==> src/include/dacrc_pkg.sv <==
package dacrc_pkg;

  localparam int DATA_W = 12;
  localparam int CNT_W = 5;
  localparam logic [CNT_W-1:0] CONV_CYCLES = 5'h10;
  localparam logic [CNT_W-1:0] CNT_FIRST = 5'h01;
  localparam logic [CNT_W-1:0] CNT_RST = 5'h00;
  localparam logic [DATA_W-1:0] DATA_RST = 12'h000;
  localparam logic SEQ_A = 1'b0;
  localparam logic SEQ_B = 1'b1;
  localparam logic BUSY_RST = 1'b0;
  localparam logic HOLD_RST = 1'b0;
  localparam logic OE_N_RST = 1'b1;
  localparam logic PAIR_RST = 1'b0;
  localparam int SYNC_W = 5;
  localparam logic [SYNC_W-1:0] PINS_RST = 5'h0b;

  typedef enum logic [1:0] {
    DACRC_IDLE,
    DACRC_ARMED,
    DACRC_CONVERT
  } dacrc_state_e;

  typedef struct packed {
    logic conv_clk;
    logic conversion_start_n;
    logic pair_select;
    logic chip_select_n;
    logic read_n;
  } dacrc_pins_s;

  typedef struct packed {
    logic [DATA_W-1:0] a;
    logic [DATA_W-1:0] b;
  } dacrc_pair_s;

endpackage

==> src/hdl/dacrc_top.sv <==
`timescale 1ns/1ns

module dacrc_top (
  input wire logic core_clk,
  input wire logic reset_n,
  input wire logic conv_clk,
  input wire logic conversion_start_n,
  input wire logic pair_select,
  input wire logic chip_select_n,
  input wire logic read_n,
  input wire logic [dacrc_pkg::DATA_W-1:0] sar_result_a,
  input wire logic [dacrc_pkg::DATA_W-1:0] sar_result_b,
  output logic busy,
  output logic sh_hold,
  output logic [dacrc_pkg::DATA_W-1:0] data_out,
  output logic data_oe_n
);

  localparam int LAT_MAX = 2;

  dacrc_pkg::dacrc_pins_s pins_in;
  dacrc_pkg::dacrc_pins_s sync1_r;
  dacrc_pkg::dacrc_pins_s sync2_r;
  dacrc_pkg::dacrc_pins_s prev_r;

  dacrc_pkg::dacrc_state_e state_r, state_nxt;
  logic [dacrc_pkg::CNT_W-1:0] cnt_r, cnt_nxt;
  logic busy_r, busy_nxt;
  logic hold_r, hold_nxt;
  logic pair_lat_r, pair_lat_nxt;
  logic seq_r, seq_nxt;
  logic oe_n_r, oe_n_nxt;
  logic [dacrc_pkg::DATA_W-1:0] data_r, data_nxt;
  dacrc_pkg::dacrc_pair_s bank_r [2];
  dacrc_pkg::dacrc_pair_s bank_nxt [2];

  logic conv_fall;
  logic clk_rise;
  logic rd_fall;
  logic cs_low;
  logic pair_chg;
  logic start_edge;
  logic finish;

  assign pins_in = '{conv_clk: conv_clk, conversion_start_n: conversion_start_n,
                     pair_select: pair_select, chip_select_n: chip_select_n,
                     read_n: read_n};

  // two-stage synchroniser, then edge history
  always_ff @(posedge core_clk or negedge reset_n) begin
    if (!reset_n) begin
      sync1_r <= dacrc_pkg::PINS_RST;
      sync2_r <= dacrc_pkg::PINS_RST;
      prev_r <= dacrc_pkg::PINS_RST;
    end else begin
      sync1_r <= pins_in;
      sync2_r <= sync1_r;
      prev_r <= sync2_r;
    end
  end

  assign conv_fall = prev_r.conversion_start_n && !sync2_r.conversion_start_n;
  assign clk_rise = !prev_r.conv_clk && sync2_r.conv_clk;
  assign rd_fall = prev_r.read_n && !sync2_r.read_n;
  assign cs_low = !sync2_r.chip_select_n;
  assign pair_chg = prev_r.pair_select != sync2_r.pair_select;
  assign start_edge = (state_r == dacrc_pkg::DACRC_ARMED) && clk_rise;
  assign finish = (state_r == dacrc_pkg::DACRC_CONVERT) && clk_rise
                  && (cnt_r == dacrc_pkg::CONV_CYCLES);

  // conversion sequencer, independent of read activity
  always_comb begin
    state_nxt = state_r;
    cnt_nxt = cnt_r;
    busy_nxt = busy_r;
    hold_nxt = hold_r;
    pair_lat_nxt = pair_lat_r;
    bank_nxt = bank_r;
    case (state_r)
      dacrc_pkg::DACRC_IDLE: begin
        if (conv_fall) begin
          state_nxt = dacrc_pkg::DACRC_ARMED;
          busy_nxt = 1'b1;
          hold_nxt = 1'b1;
        end
      end
      dacrc_pkg::DACRC_ARMED: begin
        if (clk_rise) begin
          state_nxt = dacrc_pkg::DACRC_CONVERT;
          cnt_nxt = dacrc_pkg::CNT_FIRST;
          pair_lat_nxt = sync2_r.pair_select;
        end
      end
      dacrc_pkg::DACRC_CONVERT: begin
        if (finish) begin
          state_nxt = dacrc_pkg::DACRC_IDLE;
          cnt_nxt = dacrc_pkg::CNT_RST;
          busy_nxt = 1'b0;
          hold_nxt = 1'b0;
          bank_nxt[pair_lat_r] = '{a: sar_result_a, b: sar_result_b};
        end else if (clk_rise) begin
          cnt_nxt = cnt_r + dacrc_pkg::CNT_FIRST;
        end
      end
      default: begin
        state_nxt = dacrc_pkg::DACRC_IDLE;
      end
    endcase
    // start edges while busy fall through untouched
  end

  always_ff @(posedge core_clk or negedge reset_n) begin
    if (!reset_n) begin
      state_r <= dacrc_pkg::DACRC_IDLE;
      cnt_r <= dacrc_pkg::CNT_RST;
      busy_r <= dacrc_pkg::BUSY_RST;
      hold_r <= dacrc_pkg::HOLD_RST;
      pair_lat_r <= dacrc_pkg::PAIR_RST;
      bank_r[0] <= '{a: dacrc_pkg::DATA_RST, b: dacrc_pkg::DATA_RST};
      bank_r[1] <= '{a: dacrc_pkg::DATA_RST, b: dacrc_pkg::DATA_RST};
    end else begin
      state_r <= state_nxt;
      cnt_r <= cnt_nxt;
      busy_r <= busy_nxt;
      hold_r <= hold_nxt;
      pair_lat_r <= pair_lat_nxt;
      bank_r <= bank_nxt;
    end
  end

  // read word is A when the sequence is at A or the pair just changed
  function automatic logic dacrc_pick_a(input logic seq, input logic chg);
    return (seq == dacrc_pkg::SEQ_A) || chg;
  endfunction

  // read port: A then B of the selected stored pair
  always_comb begin
    seq_nxt = seq_r;
    data_nxt = data_r;
    oe_n_nxt = !(cs_low && !sync2_r.read_n);
    if (!cs_low) begin
      seq_nxt = dacrc_pkg::SEQ_A;
    end else if (rd_fall) begin
      // pair change on the same edge as the strobe restarts at A
      if (dacrc_pick_a(seq_r, pair_chg)) begin
        data_nxt = bank_r[sync2_r.pair_select].a;
        seq_nxt = dacrc_pkg::SEQ_B;
      end else begin
        data_nxt = bank_r[sync2_r.pair_select].b;
        seq_nxt = dacrc_pkg::SEQ_A;
      end
    end else if (pair_chg) begin
      seq_nxt = dacrc_pkg::SEQ_A;
    end
  end

  always_ff @(posedge core_clk or negedge reset_n) begin
    if (!reset_n) begin
      seq_r <= dacrc_pkg::SEQ_A;
      data_r <= dacrc_pkg::DATA_RST;
      oe_n_r <= dacrc_pkg::OE_N_RST;
    end else begin
      seq_r <= seq_nxt;
      data_r <= data_nxt;
      oe_n_r <= oe_n_nxt;
    end
  end

  assign busy = busy_r;
  assign sh_hold = hold_r;
  assign data_out = data_r;
  assign data_oe_n = oe_n_r;

  property p_busy_on_start;
    @(posedge core_clk) disable iff (!reset_n)
      (state_r == dacrc_pkg::DACRC_IDLE && conv_fall) |=> busy_r && hold_r;
  endproperty
  a_busy_on_start: assert property (p_busy_on_start)
    else $error("busy or hold missing after start edge");

  property p_hold_in_conv;
    @(posedge core_clk) disable iff (!reset_n)
      (state_r != dacrc_pkg::DACRC_IDLE) |-> hold_r && busy;
  endproperty
  a_hold_in_conv: assert property (p_hold_in_conv)
    else $error("hold or busy low during conversion");

  property p_pair_latch;
    @(posedge core_clk) disable iff (!reset_n)
      start_edge |=> pair_lat_r == $past(sync2_r.pair_select)
                     && cnt_r == dacrc_pkg::CNT_FIRST;
  endproperty
  a_pair_latch: assert property (p_pair_latch)
    else $error("pair not latched at conversion start");

  property p_finish_len;
    @(posedge core_clk) disable iff (!reset_n)
      finish |-> cnt_r == 5'h10 ##1 !busy && state_r == dacrc_pkg::DACRC_IDLE;
  endproperty
  a_finish_len: assert property (p_finish_len)
    else $error("conversion did not end after sixteen cycles");

  property p_store;
    @(posedge core_clk) disable iff (!reset_n)
      finish |=> bank_r[pair_lat_r].a == $past(sar_result_a)
                 && bank_r[pair_lat_r].b == $past(sar_result_b);
  endproperty
  a_store: assert property (p_store)
    else $error("result not stored in latched pair");

  property p_ignore_busy;
    @(posedge core_clk) disable iff (!reset_n)
      (busy_r && conv_fall && state_r == dacrc_pkg::DACRC_CONVERT)
        |=> $stable(pair_lat_r) && state_r != dacrc_pkg::DACRC_ARMED;
  endproperty
  a_ignore_busy: assert property (p_ignore_busy)
    else $error("start edge disturbed running conversion");

  property p_bus_drive;
    @(posedge core_clk) disable iff (!reset_n)
      !(cs_low && !sync2_r.read_n) |=> data_oe_n;
  endproperty
  a_bus_drive: assert property (p_bus_drive)
    else $error("bus driven without chip select and read");

  property p_bus_on;
    @(posedge core_clk) disable iff (!reset_n)
      (cs_low && !sync2_r.read_n) |-> ##[1:LAT_MAX] !data_oe_n;
  endproperty
  a_bus_on: assert property (p_bus_on)
    else $error("bus not driven during read");

  property p_a_first;
    @(posedge core_clk) disable iff (!reset_n)
      (cs_low && rd_fall && dacrc_pick_a(seq_r, pair_chg))
        |=> data_out == bank_r[$past(sync2_r.pair_select)].a && seq_r == dacrc_pkg::SEQ_B;
  endproperty
  a_a_first: assert property (p_a_first)
    else $error("first read did not give A result");

  property p_seq_reset;
    @(posedge core_clk) disable iff (!reset_n)
      (!cs_low || (pair_chg && !rd_fall)) |=> seq_r == dacrc_pkg::SEQ_A;
  endproperty
  a_seq_reset: assert property (p_seq_reset)
    else $error("read sequence not returned to A");

  property p_no_read_needed;
    @(posedge core_clk) disable iff (!reset_n)
      (state_r == dacrc_pkg::DACRC_CONVERT && clk_rise && !finish)
        |=> cnt_r == $past(cnt_r) + 5'h01;
  endproperty
  a_no_read_needed: assert property (p_no_read_needed)
    else $error("conversion count stalled");

  property p_finish_clear;
    @(posedge core_clk) disable iff (!reset_n)
      finish |=> cnt_r == dacrc_pkg::CNT_RST && !sh_hold;
  endproperty
  a_finish_clear: assert property (p_finish_clear)
    else $error("count or hold not cleared after conversion end");

  property p_busy_stays;
    @(posedge core_clk) disable iff (!reset_n)
      (busy_r && !finish) |=> busy_r;
  endproperty
  a_busy_stays: assert property (p_busy_stays)
    else $error("busy dropped before conversion end");

  property p_idle_quiet;
    @(posedge core_clk) disable iff (!reset_n)
      (state_r == dacrc_pkg::DACRC_IDLE) |-> !busy && !sh_hold;
  endproperty
  a_idle_quiet: assert property (p_idle_quiet)
    else $error("busy or hold high while idle");

  property p_armed_wait;
    @(posedge core_clk) disable iff (!reset_n)
      (state_r == dacrc_pkg::DACRC_ARMED && !clk_rise) |=> state_r == dacrc_pkg::DACRC_ARMED;
  endproperty
  a_armed_wait: assert property (p_armed_wait)
    else $error("conversion began without a converter clock rise");

  property p_b_second;
    @(posedge core_clk) disable iff (!reset_n)
      (cs_low && rd_fall && !pair_chg && seq_r == dacrc_pkg::SEQ_B)
        |=> data_out == bank_r[$past(sync2_r.pair_select)].b && seq_r == dacrc_pkg::SEQ_A;
  endproperty
  a_b_second: assert property (p_b_second)
    else $error("second read did not give B result");

  property p_data_stable;
    @(posedge core_clk) disable iff (!reset_n)
      !(cs_low && rd_fall) |=> $stable(data_out);
  endproperty
  a_data_stable: assert property (p_data_stable)
    else $error("read word changed without a read strobe");

endmodule // dacrc_top

==> config.mk <==
export PLATFORM = sky130hd
export DESIGN_NAME = dacrc_top
export DESIGN_NICKNAME = d
export VERILOG_FILES = /design/src/include/dacrc_pkg.sv /design/src/hdl/dacrc_top.sv
export SDC_FILE = /design/constraint.sdc
export NUM_CORES = 1
export LEC_CHECK = 0
export ABC_AREA = 1
export BUFFER_PORTS_ARGS = -buffer_cell sky130_fd_sc_hd__buf_4
export CAP_MARGIN = 25
export CORE_MARGIN = 2
export CORE_UTILIZATION = 50
export CTS_CLUSTER_DIAMETER = 80
export DETAILED_ROUTE_END_ITERATION = 16
export PLACE_DENSITY = 0.73
export SYNTH_ARGS = -nofsm -noshare
export SYNTH_HDL_FRONTEND = slang
export SYNTH_SLANG_ARGS = --single-unit
==> constraint.sdc <==
create_clock -name core_clk -period 1.4 [get_ports core_clk]
set_input_delay 0.07 -clock core_clk [delete_from_list [all_inputs] [get_ports core_clk]]
set_output_delay 0.07 -clock core_clk [all_outputs]
set_load 0.01 [all_outputs]
# Word level (Yosys, flattened, before mapping)
# Index checks and enable logic that the tools add are counted.
# op_classes
n_eq_ne	8
order_cmp	3
bitwise_logic	4
reduce_logical	23
muxes	22
addsub	1
# op_table
op	n
24-bit two-way mux	4
48-bit bitwise mux	1
24-bit demux with 1-bit select	1
5-bit two-way mux	3
12-bit two-way mux	1
5-bit one-hot mux with 2 select lines	1
3-bit AND reduction	3
1-bit logical AND	7
1-bit two-way mux	6
2-bit two-way mux	3
2-bit != test, second input constant	3
2-bit one-hot mux with 3 select lines	1
2-bit AND reduction	3
5-bit by 1-bit adder with 5-bit output, second input constant	1
5-bit equality test, second input constant	1
1-bit logical NOT	5
2-bit >= comparator, second input constant	2
1-bit inverter with 2-bit output	2
2-bit nonzero test	2
3-bit != test, second input constant	1
3-bit nonzero test	1
2-bit by 1-bit equality test with 1-bit output, second input constant	1
2-bit equality test, second input constant	1
2-bit logical NOT	1
5 further kinds	6
# word_totals
word_cells	86
out_inout_bits	15
reg_bits	85
inputBits	31

# Longest topological paths before layout
# Gate-level depths: netlist of run 1.
# depth
word_depth	6
mapped_depth	9
mapped_depth_nobuf	8

# Worst setup path before layout of run 1
# OpenSTA, ideal clock, no wires.
# synth_path
path_type	register to register
start	register cnt_r[0] (netlist bit)
end	register bank_r[0] (netlist bit)
setup_time_ns	0.123
stages_incl_launch_ff	9
arrival_ns	1.267
required_ns	1.277
slack_ns	0.010
path_buffers	1
synth_period_minus_slack_ns	1.390
path_cell_list	dfrtp_1 inv_1 ha_1 nand2_1 nor2_4 nand2_4 clkbuf_1 o21ai_0 nand2_1
# synth_between
elab_chain_len	3
# synth_rtl
item	line	rtl
start, declared	dacrc_top.sv:27	logic [dacrc_pkg::CNT_W-1:0] cnt_r, cnt_nxt;
start signal, assigned	dacrc_top.sv:115	cnt_r <= dacrc_pkg::CNT_RST;
start signal, assigned	dacrc_top.sv:123	cnt_r <= cnt_nxt;
5-bit equality test	dacrc_top.sv:69	&& (cnt_r == dacrc_pkg::CONV_CYCLES);
1-bit logical AND	dacrc_top.sv:69	
2-bit AND reduction (no source line)	-	
end signal, assigned	dacrc_top.sv:127	bank_r <= bank_nxt;
end, declared	dacrc_top.sv:34	dacrc_pkg::dacrc_pair_s bank_r [2];
# Every way passes these cells.
# A chain may end at the register's enable or synchronous reset.

# Worst setup path in the final report of run 1
# layout_path
start	register cnt_r[1] (netlist bit)
end	register bank_r[21] (netlist bit)
# Same word-level chain as after synthesis.

==> metrics.cfg, run 1 <==
[logic_synthesis]
ys_top_cells_by_area = dfrtp_1 51%, nand2_1 16%, o21ai_0 7.2%, dfstp_2 6.4%, inv_1 3.9%
synthArstFlopShare_pct = 100
yosys-top-cells-count = 158 x nand2_1, 76 x dfrtp_1, 53 x o21ai_0
synth_area_per_cell_sq_um = 8.55
synth_ff_type = dfrtp_1
ys_ff_latch = 85
syn_inst = 433
yosysSeqAreaShare_pct = 57.8
yosysTopAreaCellShare_pct = 51.4
syn_nets = 466
synth_area_leader_cell = dfrtp_1
synth_edf_count = 0
yosysMostFrequentCell = nand2_1
synthDistinctLibCells = 23
syn-cell-area_sq_mm = 0.00370
yosys_warnings = 0

[timing]
layout_setup_ws_ns = -0.0851
clock-skew-final_ns = 0.00910
period_share_pct = 106
setup_viol = 48
fin_crit_ns = 1.49
worstMarginPinSlew_ns = 0.419
max_slew_margin_pct = 72.1
slew_viol_final = 0
fmax_mhz = 673
finalHoldViolations = 0
rsz0062_at_grt = true

[die]
rows = 31
initial_core_util_pct = 51.3
die_height_um = 90.1
fp.dieW_um = 90.1
ios = 46
coreArea_sq_mm = 0.00721
dieArea_sq_mm = 0.00811

[power]
internal-power_mw = 3.90
p_leak_nw = 2.28
p_clk_share_pct = 32.3
combinationalPowerShare_pct = 18.2
p_sw_mw = 1.60
swShare_pct = 29.0
p_per_area_mw_per_mm2 = 1090
seqPwrFrac_pct = 49.5
report.power.total_mw = 5.49
peakVddDrop_v = 0.000799

[global_route]
grt_pass1_vias = 3034
antenna_found_initial = 0
grt_max_degree = 33
track_usage_pct = 21.2
gr-total-overflow = 0
grt_pass1_wl_um = 14000

[clocking]
clock_sinks = 85
cts_tree = done
clock_latency_ns = 0.35
clockRootBuffer = clkbuf_8
cts_max_level = 3
clkTransAtPathRegs_ns = 0.08
numCtsBuffers = 9
cts_max_path_buffers = 2

[worst_setup_path]
critical_path.top_delay_family = flip-flops
worst-endpoint-arrival_ns = 1.72
crit_buf_inv = 3
path_cells = inv_2 > ha_4 > nand2_4 > nor2_4 > nand2_4 > nor2_4 > buf_12 > clkbuf_16 > o21ai_1
path_class = flip-flop to flip-flop
critPathMaxFanout = 8
cp-end-kind = flip-flop
worstPathRequired_ns = 1.64
rrSetupSlack_ns = -0.09
start_kind = flip-flop
crit_path_top_delay_cell = dfrtp_1
cp_slowest_stage_delay_ns = 0.40

[hold_path]
hold_class = input port to async pin

[outcome]
outcome = finished, violations left
violations = setup timing

[placed_design]
post-dp-hpwl_um = 5600
place_inst = 574
placed_area_sq_mm = 0.00426
place.gp.congestion = 0.810
io_buffers = 45

[route]
drt-vias-per-instance = 4.97
wl_per_cell_um = 13.5
detail-route-antenna-nets = 0
routed_wl_um = 8470
via_count = 3114
drc = 0
dr.pass1.iters = 5
drtIter0Drc = 184

[layout]
diodes = 0
area_growth_pct = 36.1
fin_cells = 626
drive_gt1_share_pct = 27.9
layout.nets = 555
final_cell_area_sq_mm = 0.00504

[job]
drv_cap = 0

kinds of logic (layout without fill, tap and decap cells):
logic type	after synthesis	count (layout)	share of synthesized area, %
compound gates	79	79	10.8
xor+xnor	1	1	0.237
fa+ha+maj	2	2	0.676
buf+inv	63	157	7.84
flops	85	85	57.8
simple gates	203	203	22.7
flip-flops by register name (all words and copies together) (netlist names):
name	cells
bank_r	48
cnt_r	5
data_oe_n	1
data_out	12
pair_lat_r	1
prev_r	4
seq_r	1
sh_hold	1
state_r	2
sync1_r	5
sync2_r	5
power groups by stage:
stage	registers, mW	clock network [mW]	logic, mW
after global placement	2.75	0	0.788
after detailed placement	2.76	0	0.802
after CTS	2.71	1.82	0.881
after global routing	2.75	1.91	1.11
final	2.72	1.77	0.998
after floorplan	2.79	0	0.360
final cells by class:
cell class,instances,area [sq um]
clock buffer,9,124
clock inverter,7,80.1
fill,582,2180
inverter,41,156
multi-input combinational,285,1420
sequential,85,2140
tap,99,124
timing repair buffer,100,993
path summary, 6_finish.rpt:
check                           cells past startpoint    endpoint        from
worst min-delay path                                2  bank_r[26]     reset_n
worst max-delay path                                9  bank_r[21]    cnt_r[1]
worst min register to register                      0  sync2_r[4]  sync1_r[4]
min in group core_clk                               0  sync2_r[4]  sync1_r[4]
worst max register to register                      9  bank_r[21]    cnt_r[1]
max in group asynchronous                           3   prev_r[3]     reset_n
cell usage in the layout (no fill, tap or decap), types with 3 or more instances in the layout:
cell type      count
o21ai_2            5
nor2_1            17
inv_6              4
clkbuf_16          3
o21ai_0           31
clkbuf_8           9
nand2_2           27
o21ai_1           27
buf_4             56
nand2_1          126
inv_1             34
nand3_1           17
dfstp_2            9
nand4_1            5
nand2_4            7
a21oi_1           14
inv_2              6
buf_12             8
dfrtp_1           76
dlygate4sd3_1     30
nor2_4             3
routing by layer:
layer	up-vias	share of wire [%]	global-route usage, %
met5	-	0	0
met3	8	5.2	3.35
met2	101	50	34.8
met1	1466	44	29.4
li1	1539	-	-
met4	0	1.0	6.54
timing repair:
item,4_1_cts,5_1_grt
gates resized for setup,9,69
endpoints found under the setup margin,40,64
endpoints found under the hold margin,89,0
hold buffers,30,0
pin swaps,0,5
gates cloned,0,3
setup buffers,0,3
worst reg2reg max path, stage by stage, from the launching register on:
cell and delay, ns:
dfrtp_1 0.40, inv_2 0.09, ha_4 0.15, nand2_4 0.05, nor2_4 0.10, nand2_4 0.11
nor2_4 0.14, buf_12 0.14, clkbuf_16 0.15, o21ai_1 0.06
stage by stage:
step / setup WS (ns) / TNS [ns] / util, % / hold WS, ns
2_1_floorplan: 0.0100 / 0 / - / -0.226
3_3_place_gp: 0.0204 / 0 / 59.0 / 0.0352
3_5_place_dp: -0.0467 / -0.257 / 59.0 / 0.0372
4_1_cts: -0.0447 / -0.609 / 66.1 / 0.199
5_1_grt: -0.174 / -6.65 / 69.8 / 0.248
6_report: -0.0851 / -2.79 / 69.8 / 0.200
(Power assumes the default switching activity.)
==> run 2, diff against run 1 <==
--- a/config.mk
+++ b/config.mk
@@ -6,13 +6,13 @@
 export NUM_CORES = 1
 export LEC_CHECK = 0
 export ABC_AREA = 1
-export BUFFER_PORTS_ARGS = -buffer_cell sky130_fd_sc_hd__buf_4
 export CAP_MARGIN = 25
 export CORE_MARGIN = 2
 export CORE_UTILIZATION = 50
 export CTS_CLUSTER_DIAMETER = 80
 export DETAILED_ROUTE_END_ITERATION = 16
-export PLACE_DENSITY = 0.73
+export DONT_BUFFER_PORTS = 1
+export PLACE_DENSITY = 0.68
 export SYNTH_ARGS = -nofsm -noshare
 export SYNTH_HDL_FRONTEND = slang
 export SYNTH_SLANG_ARGS = --single-unit
==> run 2 against run 1 <==
Clock skew down 0.0015 ns. Worst hold slack worse by 0.81 ns. Clock power up 9%. Largest power group unchanged. Routed wire length down 5.6%. Fmax down 0.35%. The run ends with hold timing, setup timing left. Register-to-register slack about the same. Cell area down 11%. Combinational power down 21%.
==> metrics.cfg, run 2 (synthesized netlist as in run 1, its figures left out) <==
[worst_setup_path]
crit_buf_inv = 2  ; -1
cp_slowest_stage_delay_ns = 0.40  ; about the same
critical_path.top_delay_family = simple AND/OR/NAND/NOR gates
path_class = flip-flop to flip-flop
cp-end-kind = flip-flop
path_cells = inv_2 > ha_4 > nand2_2 > nor2_4 > nand2_4 > nor2_8 > clkbuf_16 > nand2_1 > o21ai_1
worstPathRequired_ns = 1.69  ; +0.05 ns
start_kind = flip-flop
rrSetupSlack_ns = -0.09  ; about the same
worst-endpoint-arrival_ns = 1.78  ; +0.06 ns
critPathMaxFanout = 8  ; unchanged
r2r-end = bank_r[33]
worstRegToRegCells = 9  ; unchanged
regToRegStartpoint = cnt_r[0]
crit_path_top_delay_cell = dfrtp_1

[clocking]
clkTransAtPathRegs_ns = 0.09  ; about the same
clock_sinks = 85  ; unchanged
cts_tree = done
clockRootBuffer = clkbuf_8
cts_hold_buffers = 29  ; -3.3%
clock_latency_ns = 0.36  ; about the same
cts_max_path_buffers = 2  ; unchanged
numCtsBuffers = 9  ; unchanged
cts_max_level = 3  ; unchanged

[global_route]
gr-total-overflow = 0  ; unchanged
antenna_found_initial = 0  ; unchanged
grt_pass1_vias = 2780  ; -8.4%
track_usage_pct = 20.7  ; -0.58 points
grt_max_degree = 86  ; +160%
grt_pass1_wl_um = 13000  ; -7.0%

[timing]
fin_crit_ns = 1.49  ; +0.00521 ns
rsz0062_at_grt = true
period_share_pct = 106  ; +0.37 points
slew_viol_final = 0  ; unchanged
clock-skew-final_ns = 0.00757  ; -0.00152 ns
layout_setup_ws_ns = -0.0903  ; -0.00521 ns
worstMarginPinSlew_ns = 0.330  ; -0.0888 ns
setup_viol = 32  ; -33%
finalHoldViolations = 85  ; +85
max_slew_margin_pct = 78.0  ; +5.9 points
final.hold.worst_slack_ns = -0.608  ; -0.808 ns
fmax_mhz = 671  ; -0.35%

[die]
ios = 46  ; unchanged
rows = 31  ; unchanged
initial_core_util_pct = 51.3  ; unchanged
dieArea_sq_mm = 0.00811  ; unchanged
die_height_um = 90.1  ; unchanged
fp.dieW_um = 90.1  ; unchanged
coreArea_sq_mm = 0.00721  ; unchanged

[outcome]
outcome = finished, violations left
violations = hold timing, setup timing

[placed_design]
place.gp.congestion = 0.803  ; -0.80%
placed_area_sq_mm = 0.00389  ; -8.5%
io_buffers = 0  ; -100%
dp_slack_ns = -0.0424  ; +0.00430 ns
post-dp-hpwl_um = 5280  ; -5.6%
place_inst = 529  ; -7.8%

[layout]
largest_reg_flops = 48  ; unchanged
final_common_cell = nand2_1
drive_gt1_share_pct = 14.2  ; -14 points
fin_cells = 577  ; -7.8%
area_growth_pct = 21.7
final_cell_area_sq_mm = 0.00451  ; -11%
diodes = 0  ; unchanged
layout.nets = 506  ; -8.8%
regMostFlops = bank_r
post-route-util_pct = 62.5  ; -7.4 points
final_cell_mix = 154 x nand2_1, 75 x dfrtp_1, 35 x inv_1, 34 x o21ai_1, 29 x dlygate4sd3_1

[job]
drv_cap = 0  ; unchanged

[route]
dr.pass1.iters = 6  ; +1
met2RoutedLength_um = 3740  ; -11%
detail-route-antenna-nets = 0  ; unchanged
dr_wl_met3_um = 397  ; -10%
routed_wl_um = 8000  ; -5.6%
routed.top_layer = met4
m1WireLength_um = 3680  ; -1.3%
wl_per_cell_um = 13.9  ; +2.5%
drc = 0  ; unchanged
via_count = 2862  ; -8.1%
drtIter0Drc = 136  ; -26%
drt-vias-per-instance = 4.96  ; -0.29%

[power]
report.power.total_mw = 5.45  ; -0.72%
p_per_area_mw_per_mm2 = 1210  ; +11%
peakVddDrop_v = 0.000711  ; -11%
p_leak_nw = 1.95  ; -14%

[hold_path]
hold_class = input port to async pin

==> run 2: changes by cell type in the layout (fill, tap and decap cells not counted), sizes merged <==
cell,delta
bufinv,+1
clkbuf,-2
buf,-46
dlygate4sd3,-1
inv,-2
clkinv,+1
==> run 2: what timing repair did <==
| item | CTS | global route |
|---|---|---|
| endpoints found under the hold margin | 138 | 85 |
| cloned | 0 | 1 |
| pin swaps | 0 | 1 |
| buffers inserted | 0 | 2 |
| resized for setup | 11 | 33 |
| setup endpoints to repair | 37 | 63 |
==> run 2: how the worst max path moves through the flow <==
stage / end / slack (ns) / start / cells after the start
6_report: bank_r[33] / -0.09 / cnt_r[0] / 9
5_1_grt: bank_r[27] / -0.16 / cnt_r[0] / 9
3_3_place_gp: bank_r[3] / 0.005 / cnt_r[0] / 8
3_5_place_dp: bank_r[3] / -0.04 / cnt_r[0] / 8
2_1_floorplan: bank_r[0] / 0.01 / cnt_r[0] / 8
4_1_cts: bank_r[34] / -0.04 / cnt_r[0] / 8
==> run 2: report_power, final <==
group / internal (mW) / total [mW] / switching [mW]
registers: 2.61 / 2.74 / 0.130
logic: 0.326 / 0.787 / 0.461
clock network: 1.01 / 1.93 / 0.913
==> run 2: metal layers <==
layer,vias to the layer above,global-route usage (%)
met2,75,32.6
met1,1333,27.0
met4,0,9.87
met5,-,0
li1,1441,-
met3,13,5.03
==> run 2: through the flow <==
| step | TNS [ns] | hold slack, ns |
|---|---|---|
| 6_report | -1.06 | -0.608 |
| 5_1_grt | -5.01 | -0.627 |
| 4_1_cts | -0.671 | -0.626 |
| 3_5_place_dp | -0.443 | -0.222 |
| 3_3_place_gp | 0 | -0.222 |
| 2_1_floorplan | 0 | -0.226 |
==> run 2: layout make-up <==
cell class,count,area (sq um)
fillers,642,2710
flip-flops and latches,85,2140
multi-input cells,285,1320
repair buffers,51,551
inverters,41,154
clock buffers,9,124
well taps,99,124
clock inverters,7,97.6
==> run 3, diff against run 2 <==
--- a/config.mk
+++ b/config.mk
@@ -8,11 +8,12 @@
 export ABC_AREA = 1
 export CAP_MARGIN = 25
 export CORE_MARGIN = 2
-export CORE_UTILIZATION = 50
+export CORE_UTILIZATION = 25
 export CTS_CLUSTER_DIAMETER = 80
 export DETAILED_ROUTE_END_ITERATION = 16
 export DONT_BUFFER_PORTS = 1
-export PLACE_DENSITY = 0.68
+export PLACE_DENSITY = 0.4
+export RECOVER_POWER = 50
 export SYNTH_ARGS = -nofsm -noshare
 export SYNTH_HDL_FRONTEND = slang
 export SYNTH_SLANG_ARGS = --single-unit
==> run 3 against run 2 <==
The flow still finishes with violations (hold timing, setup timing). Non-clock buffer count rose by 9. Largest cell class unchanged. Clock-buffer cell count rose by 1. Worst setup slack improved by 0.019 ns. Cell area rose by 9.5%. Critical path depth fell by 1. Flip-flop and latch count did not move. Combinational power fell by 3.2%.
==> metrics.cfg, run 3 (synthesized netlist as in run 1, its figures left out) <==
[route]
drc = 0  ; unchanged
routed_wl_um = 9780  ; +22%
wl_per_cell_um = 14.6  ; +5.1%
drt-vias-per-instance = 4.33  ; -13%
detail-route-antenna-nets = 0  ; unchanged
drtIter0Drc = 140  ; +2.9%
dr.pass1.iters = 4  ; -2
via_count = 2906  ; +1.5%

[worst_setup_path]
path_cells = inv_2 > ha_4 > nand2_2 > nor2_4 > nand2_4 > nor2_8 > clkbuf_16 > o21ai_1
worstPathRequired_ns = 1.63  ; -0.06 ns
crit_path_top_delay_cell = dfrtp_1
path_class = flip-flop to flip-flop
cp-end-kind = flip-flop
critical_path.top_delay_family = simple AND/OR/NAND/NOR gates
start_kind = flip-flop
cp_slowest_stage_delay_ns = 0.40  ; about the same
worst-endpoint-arrival_ns = 1.70  ; -0.08 ns
critPathMaxFanout = 6  ; -2
crit_buf_inv = 2  ; unchanged

[clocking]
clock_latency_ns = 0.35  ; about the same
cts_max_level = 3  ; unchanged
numCtsBuffers = 9  ; unchanged
clock_sinks = 85  ; unchanged
clkTransAtPathRegs_ns = 0.06  ; -0.03 ns
cts_hold_buffers = 29  ; unchanged
cts_max_path_buffers = 2  ; unchanged
cts_tree = done
clockRootBuffer = clkbuf_16

[timing]
max_slew_margin_pct = 78.2  ; +0.25 points
tns_ns = -1.10  ; -0.0415 ns
setup_viol = 35  ; +9.4%
worstMarginPinSlew_ns = 0.326  ; -0.00379 ns
clock-skew-final_ns = 0.00841  ; +0.000836 ns
rsz0062_at_grt = true
fin_crit_ns = 1.47  ; -0.0187 ns
finalHoldViolations = 85  ; unchanged
fmax_mhz = 680  ; +1.3%
slew_viol_final = 0  ; unchanged
final.hold.worst_slack_ns = -0.584  ; +0.0245 ns
period_share_pct = 105  ; -1.3 points
layout_setup_ws_ns = -0.0716  ; +0.0187 ns

[layout]
multiInputGateArea_sq_mm = 0.00139  ; +5.4%
drive_gt1_share_pct = 20.3  ; +6.1 points
final_common_cell = nand2_1
area_growth_pct = 33.3
final_cell_area_sq_mm = 0.00493  ; +9.5%
post-route-util_pct = 34.1  ; -28 points
diodes = 0  ; unchanged
seqCellArea_sq_mm = 0.00214  ; unchanged
regMostFlops = bank_r
fill_cells = 1516  ; +140%
largest_reg_flops = 48  ; unchanged
final_cell_mix = 146 x nand2_1, 75 x dfrtp_1, 34 x inv_1, 29 x o21ai_0, 29 x dlygate4sd3_1
layout.nets = 515  ; +1.8%

[outcome]
outcome = finished, violations left
violations = hold timing, setup timing

[power]
report.power.total_mw = 6.33  ; +16%
p_leak_nw = 2.11  ; +7.9%
peakVddDrop_v = 0.000777  ; +9.2%
p_per_area_mw_per_mm2 = 1280  ; +6.0%

[placed_design]
post-dp-hpwl_um = 6040  ; +14%
io_buffers = 0  ; unchanged
placed_area_sq_mm = 0.00402  ; +3.2%
place.gp.congestion = 0.724  ; -9.9%

[global_route]
grt_pass1_vias = 2857  ; +2.8%
antenna_found_initial = 0  ; unchanged
grt_pass1_wl_um = 15200  ; +16%
grtUsageMet1_pct = 16.5  ; -11 points
grtUsageMet3_pct = 3.78  ; -1.2 points
use_met2_pct = 18.7  ; -14 points
track_usage_pct = 12.3  ; -8.4 points
grt_max_degree = 86  ; unchanged
top_usage_layer = met2
gr-total-overflow = 0  ; unchanged

[die]
rows = 44  ; +42%
initial_core_util_pct = 25.6  ; -26 points
dieArea_sq_mm = 0.0158  ; +95%
fp.dieW_um = 126  ; +40%
ios = 46  ; unchanged
coreArea_sq_mm = 0.0145  ; +100%
die_height_um = 126  ; +40%

[hold_path]
hold_class = input port to async pin

[job]
drv_cap = 0  ; unchanged

[run 3: cell types whose count changed in the layout (fill, tap and decap cells not counted), moves of 3 or more]
cell	before	now
nand3_1	17	11
clkbuf_8	9	1
o21ai_2	2	8
clkbuf_16	1	12
o21ai_1	34	26
nand3_2	0	6
nand2_2	5	12
nand2_1	154	146
buf_6	4	7
[run 3: layout make-up]
class / count / area share [%]
timing repair buffer: 60 / 13.7
clock buffer: 10 / 4.84
sequential: 85 / 43.4
inverter: 41 / 3.12
tap: 184 / 4.67
clock inverter: 6 / 2.23
multi-input combinational: 285 / 28.1
[run 3: report_power, final]
group / total (mW) / switching (mW) / internal [mW]
Sequential: 2.76 / 0.149 / 2.61
Clock: 2.80 / 1.02 / 1.79
Combinational: 0.762 / 0.446 / 0.316
Total: 6.33 / 1.61 / 4.72
[run 3: path summary, 6_finish.rpt]
| kind | depth (start not counted) | end | from | slack (ns) |
|---|---|---|---|---|
| setup / recovery | 8 | bank_r[28] | cnt_r[0] | -0.07 |
| hold / removal | 0 | sync1_r[4] | reset_n | -0.58 |
| setup reg to reg | 8 | bank_r[28] | cnt_r[0] | -0.07 |
| hold reg to reg | 0 | sync2_r[2] | sync1_r[2] | 0.35 |
| max in group asynchronous | 0 | prev_r[0] | reset_n | 1.79 |
| min in group core_clk | 1 | sync1_r[3] | conversion_start_n | 0.26 |
[run 3: worst register-to-register path, cell delays in order, from the launching register on]
cell and delay (ns):
dfrtp_1 0.40, inv_2 0.08, ha_4 0.12, nand2_2 0.06, nor2_4 0.10, nand2_4 0.10
nor2_8 0.22, clkbuf_16 0.20, o21ai_1 0.06
[run 3: routing by layer]
metal	wire length, um	vias to the layer above
li1	-	1466
met1	4880	1383
met2	4360	45
met3	389	12
met4	150	0
met5	0	-
[run 3: what timing repair did]
| action | CTS | global route |
|---|---|---|
| pin swaps | 0 | 5 |
| buffers inserted | 0 | 6 |
| resized for setup | 14 | 55 |
| endpoints found under the setup margin | 49 | 65 |
| cloned | 0 | 5 |
| endpoints found under the hold margin | 138 | 85 |
[run 3: per-stage QoR]
stage	std cells	worst slack [ns]
final	671	-0.0716
after CTS	660	-0.0488
after detailed placement	615	-0.0587
after global placement	615	-0.00850
after global routing	671	-0.161
after floorplan	433	0.0100
